`src/pdc_pkg.sv`:
```
// Package for the PWM duty-cycle compare stage: register map, fields, modes
package pdc_pkg;

  localparam int PDC_CH_NUM    = 3;
  localparam int PDC_DUTY_W    = 14;
  localparam int PDC_CNT_W     = 12;
  localparam int PDC_AW        = 4;

  // Word offsets (byte address = 4 * index)
  localparam logic [PDC_AW-1:0] PDC_IDX_DUTY0_LO = 4'h0;
  localparam logic [PDC_AW-1:0] PDC_IDX_DUTY0_HI = 4'h1;
  localparam logic [PDC_AW-1:0] PDC_IDX_DUTY1_LO = 4'h2;
  localparam logic [PDC_AW-1:0] PDC_IDX_DUTY1_HI = 4'h3;
  localparam logic [PDC_AW-1:0] PDC_IDX_DUTY2_LO = 4'h4;
  localparam logic [PDC_AW-1:0] PDC_IDX_DUTY2_HI = 4'h5;
  localparam logic [PDC_AW-1:0] PDC_IDX_PER_LO   = 4'h6;
  localparam logic [PDC_AW-1:0] PDC_IDX_PER_HI   = 4'h7;
  localparam logic [PDC_AW-1:0] PDC_IDX_CTRL     = 4'h8;
  localparam logic [PDC_AW-1:0] PDC_IDX_STATUS   = 4'h9;

  // Control register fields
  localparam int PDC_CTRL_EN_BIT   = 0;
  localparam int PDC_CTRL_MODE_LSB = 1;
  localparam int PDC_CTRL_PS_LSB   = 3;
  // Status register fields
  localparam int PDC_ST_DIR_BIT    = 0;
  localparam int PDC_ST_OUT_LSB    = 1;
  localparam int PDC_ST_CNT_LSB    = 4;

  localparam int PDC_HI_DUTY_W     = 6;
  localparam int PDC_HI_PER_W      = 4;

  localparam logic [1:0] PDC_PS_1TO1 = 2'h0;
  localparam logic [PDC_CNT_W-1:0]  PDC_CNT_ZERO  = 12'h000;
  localparam logic [PDC_DUTY_W-1:0] PDC_DUTY_RST  = 14'h0000;
  localparam logic [PDC_CNT_W-1:0]  PDC_PER_RST   = 12'h000;
  localparam logic [31:0]           PDC_RD_UNMAP  = 32'h0000_0000;

  typedef enum logic [1:0] {
    PDC_MODE_FREE,
    PDC_MODE_SHOT,
    PDC_MODE_UPDN,
    PDC_MODE_UPDN_DBL
  } pdc_mode_type;

  typedef enum logic [1:0] {
    PDC_PH_ONE,
    PDC_PH_TWO,
    PDC_PH_THREE,
    PDC_PH_FOUR
  } pdc_phase_type;

  // Prescale divide counts: 1:1, 1:4, 1:16, 1:64 instruction cycles
  localparam logic [5:0] PDC_PS_DIV4  = 6'h03;
  localparam logic [5:0] PDC_PS_DIV16 = 6'h0f;
  localparam logic [5:0] PDC_PS_DIV64 = 6'h3f;

endpackage

```
`src/pdc_duty_compare.sv`:
```
// Duty-cycle compare stage with local time base and Avalon-MM registers
//
// Local design decisions: the Avalon-MM register port and the register addresses.
`timescale 1ns/1ps

module pdc_duty_compare
  import pdc_pkg::*;
(
  // Clock and reset
  input  wire logic                         clk_sys_i,
  input  wire logic                         reset_n_i,
  // Avalon-MM slave
  input  wire logic [pdc_pkg::PDC_AW-1:0]   avs_address_i,
  input  wire logic                         avs_read_i,
  input  wire logic                         avs_write_i,
  input  wire logic [31:0]                  avs_writedata_i,
  input  wire logic [3:0]                   avs_byteenable_i,
  output logic      [31:0]                  avs_readdata_o,
  output logic                              avs_waitrequest_o,
  // Compare outputs to the override / dead-time stage
  output logic      [pdc_pkg::PDC_CH_NUM-1:0] pwm_cmp_o,
  output logic                              count_down_flag_o,
  output logic      [pdc_pkg::PDC_CNT_W-1:0]  timebase_count_o
);
  import pdc_pkg::*;

  typedef struct packed {
    logic [PDC_CH_NUM-1:0][PDC_DUTY_W-1:0] duty_buf;
    logic [PDC_CH_NUM-1:0][PDC_DUTY_W-1:0] duty_act;
    logic [PDC_CNT_W-1:0]                  per;
    logic                                  en;
    logic [1:0]                            mode;
    logic [1:0]                            ps;
    logic [PDC_CNT_W-1:0]                  cnt;
    logic                                  dir;
    logic [1:0]                            phase;
    logic [5:0]                            ps_cnt;
    logic                                  started;
    logic [PDC_CH_NUM-1:0]                 out;
    logic                                  ack;
    logic                                  waitreq;
    logic [31:0]                           rdata;
  } pdc_state_type;

  pdc_state_type st_r;
  pdc_state_type st_nxt;

  function automatic logic [5:0] ps_limit(input logic [1:0] ps);
    case (ps)
      2'h1:    ps_limit = PDC_PS_DIV4;
      2'h2:    ps_limit = PDC_PS_DIV16;
      2'h3:    ps_limit = PDC_PS_DIV64;
      default: ps_limit = 6'h00;
    endcase
  endfunction

  // Match on upper bits; phase chosen by low bits only at 1:1
  function automatic logic duty_hit(input logic [PDC_DUTY_W-1:0] duty,
                                    input logic [PDC_CNT_W-1:0]  cnt,
                                    input logic [1:0]            phase,
                                    input logic                  tick_ph1,
                                    input logic [1:0]            ps);
    logic up_eq;
    up_eq = (duty[PDC_DUTY_W-1:2] == cnt);
    if (ps == PDC_PS_1TO1)
      duty_hit = up_eq && (phase == duty[1:0]);
    else
      duty_hit = up_eq && tick_ph1;
  endfunction

  // Channel of a duty byte index, two indices per channel
  function automatic logic [1:0] duty_ch(input logic [PDC_AW-1:0] addr);
    logic [PDC_AW-1:0] half;
    half    = addr >> 1;
    duty_ch = half[1:0];
  endfunction

  // Edge-aligned level: forced levels win over match and period start
  function automatic logic edge_out(input logic [PDC_DUTY_W-1:0] duty,
                                    input logic [PDC_CNT_W-1:0]  per,
                                    input logic                  hit,
                                    input logic                  start,
                                    input logic                  cur);
    if (duty == PDC_DUTY_RST) begin
      edge_out = 1'b0;
    end else if (duty[PDC_DUTY_W-1:2] > per) begin
      edge_out = 1'b1;
    end else if (hit) begin
      edge_out = 1'b0;
    end else if (start) begin
      edge_out = 1'b1;
    end else begin
      edge_out = cur;
    end
  endfunction

  // Center-aligned level: set on a match going down, cleared going up
  function automatic logic center_out(input logic [PDC_DUTY_W-1:0] duty,
                                      input logic [PDC_CNT_W-1:0]  per,
                                      input logic                  hit,
                                      input logic                  down,
                                      input logic                  cur);
    if (duty == PDC_DUTY_RST) begin
      center_out = 1'b0;
    end else if (duty[PDC_DUTY_W-1:2] >= per) begin
      center_out = 1'b1;
    end else if (hit) begin
      center_out = down;
    end else begin
      center_out = cur;
    end
  endfunction

  // Byte view of a duty value as software reads it
  function automatic logic [31:0] duty_rd(input logic [PDC_DUTY_W-1:0] duty,
                                          input logic                  hi);
    logic [31:0] v;
    v = PDC_RD_UNMAP;
    if (hi) begin
      v[PDC_HI_DUTY_W-1:0] = duty[PDC_DUTY_W-1:8];
    end else begin
      v[7:0] = duty[7:0];
    end
    duty_rd = v;
  endfunction

  // Byte view of the period as software reads it
  function automatic logic [31:0] per_rd(input logic [PDC_CNT_W-1:0] per,
                                         input logic                 hi);
    logic [31:0] v;
    v = PDC_RD_UNMAP;
    if (hi) begin
      v[PDC_HI_PER_W-1:0] = per[PDC_CNT_W-1:8];
    end else begin
      v[7:0] = per[7:0];
    end
    per_rd = v;
  endfunction

  // Status word: count, output levels, direction
  function automatic logic [31:0] status_word(input logic                  dir,
                                              input logic [PDC_CH_NUM-1:0] out,
                                              input logic [PDC_CNT_W-1:0]  cnt);
    logic [31:0] v;
    v                               = PDC_RD_UNMAP;
    v[PDC_ST_DIR_BIT]               = dir;
    v[PDC_ST_OUT_LSB +: PDC_CH_NUM] = out;
    v[PDC_ST_CNT_LSB +: PDC_CNT_W]  = cnt;
    status_word = v;
  endfunction

  logic                   bus_req;
  logic                   rd_req;
  logic                   wr_en;
  logic                   last_ph;
  logic                   step;
  logic                   ph1_tick;
  logic                   edge_mode;
  logic                   at_per;
  logic                   at_zero;
  logic                   load_act;
  logic                   ch_hit;
  logic [PDC_CNT_W-1:0]   cnt_next;
  logic                   dir_next;
  logic [31:0]            rd_val;
  logic [1:0]             bus_ch;

  always_comb begin
    st_nxt    = st_r;
    // A request counts once; its answer cycle is not a new request
    bus_req   = (avs_read_i || avs_write_i) && !st_r.ack;
    rd_req    = avs_read_i && !st_r.ack;
    // Write lands on the edge that shows waitrequest low
    wr_en     = avs_write_i && st_r.ack && avs_byteenable_i[0];
    last_ph   = (st_r.phase == PDC_PH_FOUR);
    // Time base advances at the end of an instruction cycle once prescaled
    step      = st_r.en && last_ph && (st_r.ps_cnt == ps_limit(st_r.ps));
    ph1_tick  = st_r.phase == PDC_PH_ONE;
    edge_mode = (st_r.mode == PDC_MODE_FREE) || (st_r.mode == PDC_MODE_SHOT);
    at_per    = (st_r.cnt == st_r.per);
    at_zero   = (st_r.cnt == PDC_CNT_ZERO);
    cnt_next  = st_r.cnt;
    dir_next  = st_r.dir;
    load_act  = 1'b0;
    ch_hit    = 1'b0;
    rd_val    = PDC_RD_UNMAP;
    bus_ch    = duty_ch(avs_address_i);

    st_nxt.phase   = st_r.phase + 2'h1;
    st_nxt.ack     = bus_req;
    // Own flop so waitrequest leaves the block with no gate after it
    st_nxt.waitreq = !bus_req;

    if (st_r.en && last_ph) begin
      if (step) begin
        st_nxt.ps_cnt = 6'h00;
      end else begin
        st_nxt.ps_cnt = st_r.ps_cnt + 6'h01;
      end
    end

    // Time base step and active-copy loads
    if (!st_r.en) begin
      load_act = 1'b1;
    end else if (step) begin
      if (edge_mode) begin
        if (at_per) begin
          cnt_next = PDC_CNT_ZERO;
          load_act = 1'b1;
          if (st_r.mode == PDC_MODE_SHOT) begin
            st_nxt.en = 1'b0;
          end
        end else begin
          cnt_next = st_r.cnt + 12'h001;
        end
        dir_next = 1'b0;
      end else begin
        if (st_r.dir) begin
          if (at_zero || st_r.cnt == 12'h001) begin
            dir_next = 1'b0;
            if (at_zero) begin
              cnt_next = 12'h001;
            end else begin
              cnt_next = PDC_CNT_ZERO;
            end
          end else begin
            cnt_next = st_r.cnt - 12'h001;
          end
        end else if (at_per) begin
          dir_next = 1'b1;
          cnt_next = st_r.cnt - 12'h001;
        end else begin
          cnt_next = st_r.cnt + 12'h001;
        end
        // Start already holds fresh values, so a zero at the first step after start is skipped
        if (at_zero && st_r.started) begin
          load_act = 1'b1;
        end
        if (at_per && !st_r.dir && st_r.mode == PDC_MODE_UPDN_DBL) begin
          load_act = 1'b1;
        end
      end
    end
    st_nxt.cnt = cnt_next;
    st_nxt.dir = dir_next;
    if (step) begin
      st_nxt.started = 1'b1;
    end

    // Compare outputs for every channel on the same count and phase
    for (int c = 0; c < PDC_CH_NUM; c++) begin
      ch_hit = duty_hit(st_r.duty_act[c], st_r.cnt, st_r.phase, ph1_tick, st_r.ps);
      if (!st_r.en) begin
        st_nxt.out[c] = 1'b0;
      end else if (edge_mode) begin
        st_nxt.out[c] = edge_out(st_r.duty_act[c], st_r.per, ch_hit,
                                 at_zero && ph1_tick, st_r.out[c]);
      end else begin
        st_nxt.out[c] = center_out(st_r.duty_act[c], st_r.per, ch_hit,
                                   st_r.dir, st_r.out[c]);
      end
    end

    // Active copy only changes at update points
    if (load_act) begin
      st_nxt.duty_act = st_r.duty_buf;
    end

    // Register writes
    if (wr_en) begin
      case (avs_address_i)
        PDC_IDX_DUTY0_LO, PDC_IDX_DUTY1_LO, PDC_IDX_DUTY2_LO: begin
          st_nxt.duty_buf[bus_ch][7:0] = avs_writedata_i[7:0];
        end
        PDC_IDX_DUTY0_HI, PDC_IDX_DUTY1_HI, PDC_IDX_DUTY2_HI: begin
          st_nxt.duty_buf[bus_ch][PDC_DUTY_W-1:8] =
            avs_writedata_i[PDC_HI_DUTY_W-1:0];
        end
        PDC_IDX_PER_LO: begin
          st_nxt.per[7:0] = avs_writedata_i[7:0];
        end
        PDC_IDX_PER_HI: begin
          st_nxt.per[PDC_CNT_W-1:8] = avs_writedata_i[PDC_HI_PER_W-1:0];
        end
        PDC_IDX_CTRL: begin
          st_nxt.en     = avs_writedata_i[PDC_CTRL_EN_BIT];
          st_nxt.mode   = avs_writedata_i[PDC_CTRL_MODE_LSB +: 2];
          st_nxt.ps     = avs_writedata_i[PDC_CTRL_PS_LSB +: 2];
          st_nxt.ps_cnt = 6'h00;
          // Only a rising enable restarts the time base
          if (avs_writedata_i[PDC_CTRL_EN_BIT] && !st_r.en) begin
            st_nxt.started = 1'b0;
            st_nxt.phase   = PDC_PH_ONE;
            if (avs_writedata_i[PDC_CTRL_MODE_LSB + 1]) begin
              st_nxt.cnt = st_r.per;
              st_nxt.dir = 1'b1;
            end else begin
              st_nxt.cnt = PDC_CNT_ZERO;
              st_nxt.dir = 1'b0;
            end
          end
        end
        default: begin
        end
      endcase
    end

    // Register reads
    case (avs_address_i)
      PDC_IDX_DUTY0_LO, PDC_IDX_DUTY1_LO, PDC_IDX_DUTY2_LO: begin
        rd_val = duty_rd(st_r.duty_buf[bus_ch], 1'b0);
      end
      PDC_IDX_DUTY0_HI, PDC_IDX_DUTY1_HI, PDC_IDX_DUTY2_HI: begin
        rd_val = duty_rd(st_r.duty_buf[bus_ch], 1'b1);
      end
      PDC_IDX_PER_LO: begin
        rd_val = per_rd(st_r.per, 1'b0);
      end
      PDC_IDX_PER_HI: begin
        rd_val = per_rd(st_r.per, 1'b1);
      end
      PDC_IDX_CTRL: begin
        rd_val = {27'h0000000, st_r.ps, st_r.mode, st_r.en};
      end
      PDC_IDX_STATUS: begin
        rd_val = status_word(st_r.dir, st_r.out, st_r.cnt);
      end
      default: begin
        rd_val = PDC_RD_UNMAP;
      end
    endcase
    // Read data stands until the next read
    if (rd_req) begin
      st_nxt.rdata = rd_val;
    end
  end

  always_ff @(posedge clk_sys_i or negedge reset_n_i) begin
    if (!reset_n_i) begin
      st_r          <= '0;
      st_r.duty_buf <= {PDC_CH_NUM{PDC_DUTY_RST}};
      st_r.duty_act <= {PDC_CH_NUM{PDC_DUTY_RST}};
      st_r.per      <= PDC_PER_RST;
      // Idle bus shows waitrequest high from reset
      st_r.waitreq  <= 1'b1;
    end else begin
      st_r <= st_nxt;
    end
  end

  // All outputs straight from the state flops
  assign avs_waitrequest_o = st_r.waitreq;
  assign avs_readdata_o    = st_r.rdata;
  assign pwm_cmp_o         = st_r.out;
  assign count_down_flag_o = st_r.dir;
  assign timebase_count_o  = st_r.cnt;

endmodule

```
`config.mk`:
```
export PLATFORM = sky130hd
export DESIGN_NAME = pdc_duty_compare
export DESIGN_NICKNAME = d
export VERILOG_FILES = /design/src/pdc_pkg.sv /design/src/pdc_duty_compare.sv
export SDC_FILE = /design/constraint.sdc
export NUM_CORES = 1
export LEC_CHECK = 0
export ABC_CLOCK_PERIOD_IN_PS = 4800
export BUFFER_PORTS_ARGS = -buffer_cell sky130_fd_sc_hd__buf_2
export CAP_MARGIN = 20
export CELL_PAD_IN_SITES_DETAIL_PLACEMENT = 2
export CELL_PAD_IN_SITES_GLOBAL_PLACEMENT = 2
export CORE_MARGIN = 1
export CORE_UTILIZATION = 25
export CTS_BUF_LIST = sky130_fd_sc_hd__clkbuf_4
export DETAILED_ROUTE_END_ITERATION = 8
export PLACE_DENSITY_LB_ADDON = 0.08
export SLEW_MARGIN = 20
export SYNTH_ARGS = -nofsm -noshare
export SYNTH_HDL_FRONTEND = slang
export SYNTH_SLANG_ARGS = --single-unit
```
`constraint.sdc`:
```
create_clock -name clk_sys_i -period 4.8 [get_ports clk_sys_i]
set_input_delay 0.24 -clock clk_sys_i [delete_from_list [all_inputs] [get_ports clk_sys_i]]
set_output_delay 0.24 -clock clk_sys_i [all_outputs]
set_load 0.05 [all_outputs]
```
==> qor.csv <==
metric;value;unit
vias in the first global route;7654;
first-pass GRT wire length;52600;um
Via density;5.08;
share of post-route cells with drive strength above 1;22.0;%
vias;6940;
Layout Cells excl Fill;1366;
Clock power frac;18.1;%
Skew-Pair Late Insertion Delay;600;ps
slowest cell on the critical path;dfrtp_1;
worst path cell trace;buf_4 -> xnor2_1 -> nand4_1 -> nor3_4 -> buf_4 -> a32oi_1 -> o21a_2 -> buf_4 -> mux2_4;
crit path max fanout;42;
Synth Flop Type;dfrtp_1;
NetSw;2.10;mW
Congestion Overflow GR;0;
Seq pwr share;41.8;%
Sink Count;144;
Worst slew margin;39.3;%
ys async rst share;100;%
Period Utilization, post-route;63.8;%
Hold Path End;st_r[75]$_DFFE_PN0P_;
RSZ-0062 raised after global routing;false;
Gate power share;40.0;%
CP Data Required Time;5270;ps
Bufs and invs on worst path;3;
CTS clk-pin slew, worst paths;160;ps
Synth Register Bits;144;
Lkg Pwr;4.53;nW
DIE WIDTH;192;um
final worst slack;1740;ps
post-route cell area;0.00978;mm2
DRC viols;8;
post-CTS sizing;0;
EDFF count, synth;0;
Max IR drop VDD;0.163;mV
Setup Crit Path Kind;flip-flop to flip-flop;
Crit. End Element;flip-flop;
Internal;2.52;mW
HP Class;input pin to flip-flop;
largest net degree at the start of global routing;56;
Worst R2R Path Depth;9;
Antenna Violating Nets Remaining;0;
CP startpoint;timebase_count_o[5]$_DFF_PN0_;
r2r setup slk;1740;ps
final setup fails;0;
H-tree depth;4;
gr usage total;20.0;%
DPL Wire Length;26200;um
die area;0.0370;mm2
r2r startpoint;timebase_count_o[5]$_DFF_PN0_;
Routed Wire Length;35400;um
hold path depth;3;
crit path time final;3060;ps
Core Box Area;0.0357;mm2
Root Buffer;clkbuf_4;
Fillers;3958;
synth unique cells;70;
Crit path max-delay family;buffers and inverters;
initial antenna violation count;1;
violated checks;design-rule violations;
Ys Warns;0;
Die Y;192;um
DR WL/cell;25.9;um
Critical R2R Capture;st_r[94]$_DFFE_PN0P_;
max-cap violation count;0;
Hold Crit Start;avs_writedata_i[3];
status;complete, but fails checks;
Synth-to-Final Area Change;7.88;%
mapped cell area;0.00906;mm2
DRC violation total after the first TritonRoute iteration;333;
CTS tree;yes;
Final Max Slew Viols;0;
Worst-Margin Slew;910;ps
I/O pin count;93;
Cells after DPL;1326;
Syn Area/Cell;10.3;um2
Port Buffers;49;
Place WS;1570;ps
TritonCTS Buffers;17;
delay of the slowest critical-path stage;750;ps
Placer Congestion;0.792;
Post-layout nets;977;
Fin. Hold Viols;0;
worst endpoint data arrival time;3540;ps
Post-Syn Instances;882;
Initial Util;25.4;%
Final Skew;34.3;ps
post-place instance area;0.00942;mm2
Power Dens Cells;473;mW/mm2
Fmax;326;MHz
most used cell, CP;buf_4;
Seq/Total Area, Yosys;39.8;%
CP Launch Type;flip-flop;
sw frac;45.4;%
TritonRoute pass-1 iters;8;
total negative slack;0;ps
Site Rows;69;
maximum root-to-sink buffer count;2;
==> worst min-delay path: stages <==
cell and delay, ps:
buf_2 230, nand2_1 90, o21ai_0 70
==> routing by layer <==
layer	vias up	track usage, %	wire length (um)
met2	126	32.8	16800
met1	3657	26.7	16600
met4	0	6.78	891
met3	43	2.93	1040
met5	-	0	0
li1	3114	-	-
==> kinds of logic (layout without fill, tap and decap cells) <==
family	after synthesis	count (layout)	share of synthesized area (%)
other	1	17	0.0414
DFF	144	144	39.8
AOI/OAI and AO/OA	157	157	11.5
muxes	109	109	14.9
adders and majority gates	42	42	5.80
xor gates and xnor gates	63	63	6.09
buffers and inverters	124	131	8.30
and+or+nand+nor	242	242	13.6
==> repair_timing <==
action	CTS	global route
hold buffers	7	0
setup buffers	0	0
hold endpoints to repair	58	0
==> cells in the mapped netlist (all sizes together) (2+ instances only) <==
cell	count	share of area, %
o21ai	51	2.8
o31a	2	0.19
nand2	81	3.4
a31oi	9	0.62
nand3	15	0.83
a211o	2	0.19
mux2	89	13
nand3b	4	0.33
nor4	14	0.97
o31ai	6	0.50
o21bai	2	0.17
dfrtp	143	39
mux2i	20	2.2
and2	6	0.44
a22o	2	0.19
or3	4	0.28
nor2b	5	0.35
nor3	26	1.7
o221ai	4	0.39
and3	6	0.41
nand2b	6	0.41
nor2	39	1.7
a221oi	6	0.65
and3b	2	0.19
o22ai	2	0.14
xnor2	51	4.9
ha	42	5.8
o211ai	7	0.58
a222oi	4	0.44
o21a	3	0.25
inv	27	1.1
or2	2	0.14
xor2	12	1.2
a21o	15	1.2
buf	68	6.0
nand4	28	2.0
o2bb2ai	3	0.29
a21oi	22	1.2
clkbuf	29	1.2
a211oi	2	0.22
a22oi	7	0.58
==> placed cells by master (no fill, tap or decap), drive strengths merged, types with 22 or more instances in the layout <==
cell	synthesis	final
a21oi	22	22
o21ai	51	51
buf	68	65
nor2	39	39
nor3	26	26
ha	42	42
xnor2	51	51
nand4	28	28
dfrtp	143	143
nand2	81	81
mux2	89	89
inv	27	31
==> power by group through the flow <==
stage / logic (mW) / clock network (mW) / registers [mW]
2_1_floorplan: 1.50 / 0 / 1.70
3_3_place_gp: 1.79 / 0 / 1.95
3_5_place_dp: 1.86 / 0 / 1.97
4_1_cts: 1.87 / 0.889 / 1.94
5_1_grt: 2.03 / 0.928 / 1.98
6_report: 1.85 / 0.840 / 1.94
==> sequential cells by signal, indices dropped and copies added (netlist names) <==
name / count
timebase_count_o: 12
pwm_cmp_o: 3
avs_waitrequest_o: 1
avs_readdata_o: 16
st_r: 111
count_down_flag_o: 1
==> final cells by class <==
type / count / area [um2] / area share (%)
clock inverter: 15 / 159 / 1.62
inverter: 27 / 101 / 1.04
timing repair buffer: 72 / 442 / 4.52
tap: 461 / 577 / 5.90
multi-input combinational: 629 / 4770 / 48.7
antenna: 1 / 2.50 / 0.0256
sequential: 144 / 3600 / 36.9
clock buffer: 17 / 128 / 1.31
==> through the flow <==
step           hold slack, ps  total power [mW]  utilization, %
2_1_floorplan           -55.6              3.21               -
3_3_place_gp              239              3.74            26.4
3_5_place_dp              238              3.83            26.4
4_1_cts                  14.2              4.70            27.4
5_1_grt                  36.7              4.94            27.4
6_report                 68.2              4.63            27.4
==> worst max-delay path by stage <==
stage | to | depth (start not counted)
CTS | st_r[94]$_DFFE_PN0P_ | 9
global placement | timebase_count_o[5]$_DFF_PN0_ | 7
detailed placement | timebase_count_o[11]$_DFF_PN0_ | 7
floorplan | st_r[100]$_DFFE_PN0P_ | 9
finish | st_r[94]$_DFFE_PN0P_ | 9
global route | st_r[94]$_DFFE_PN0P_ | 9
Power figures use the tool's default switching activity.
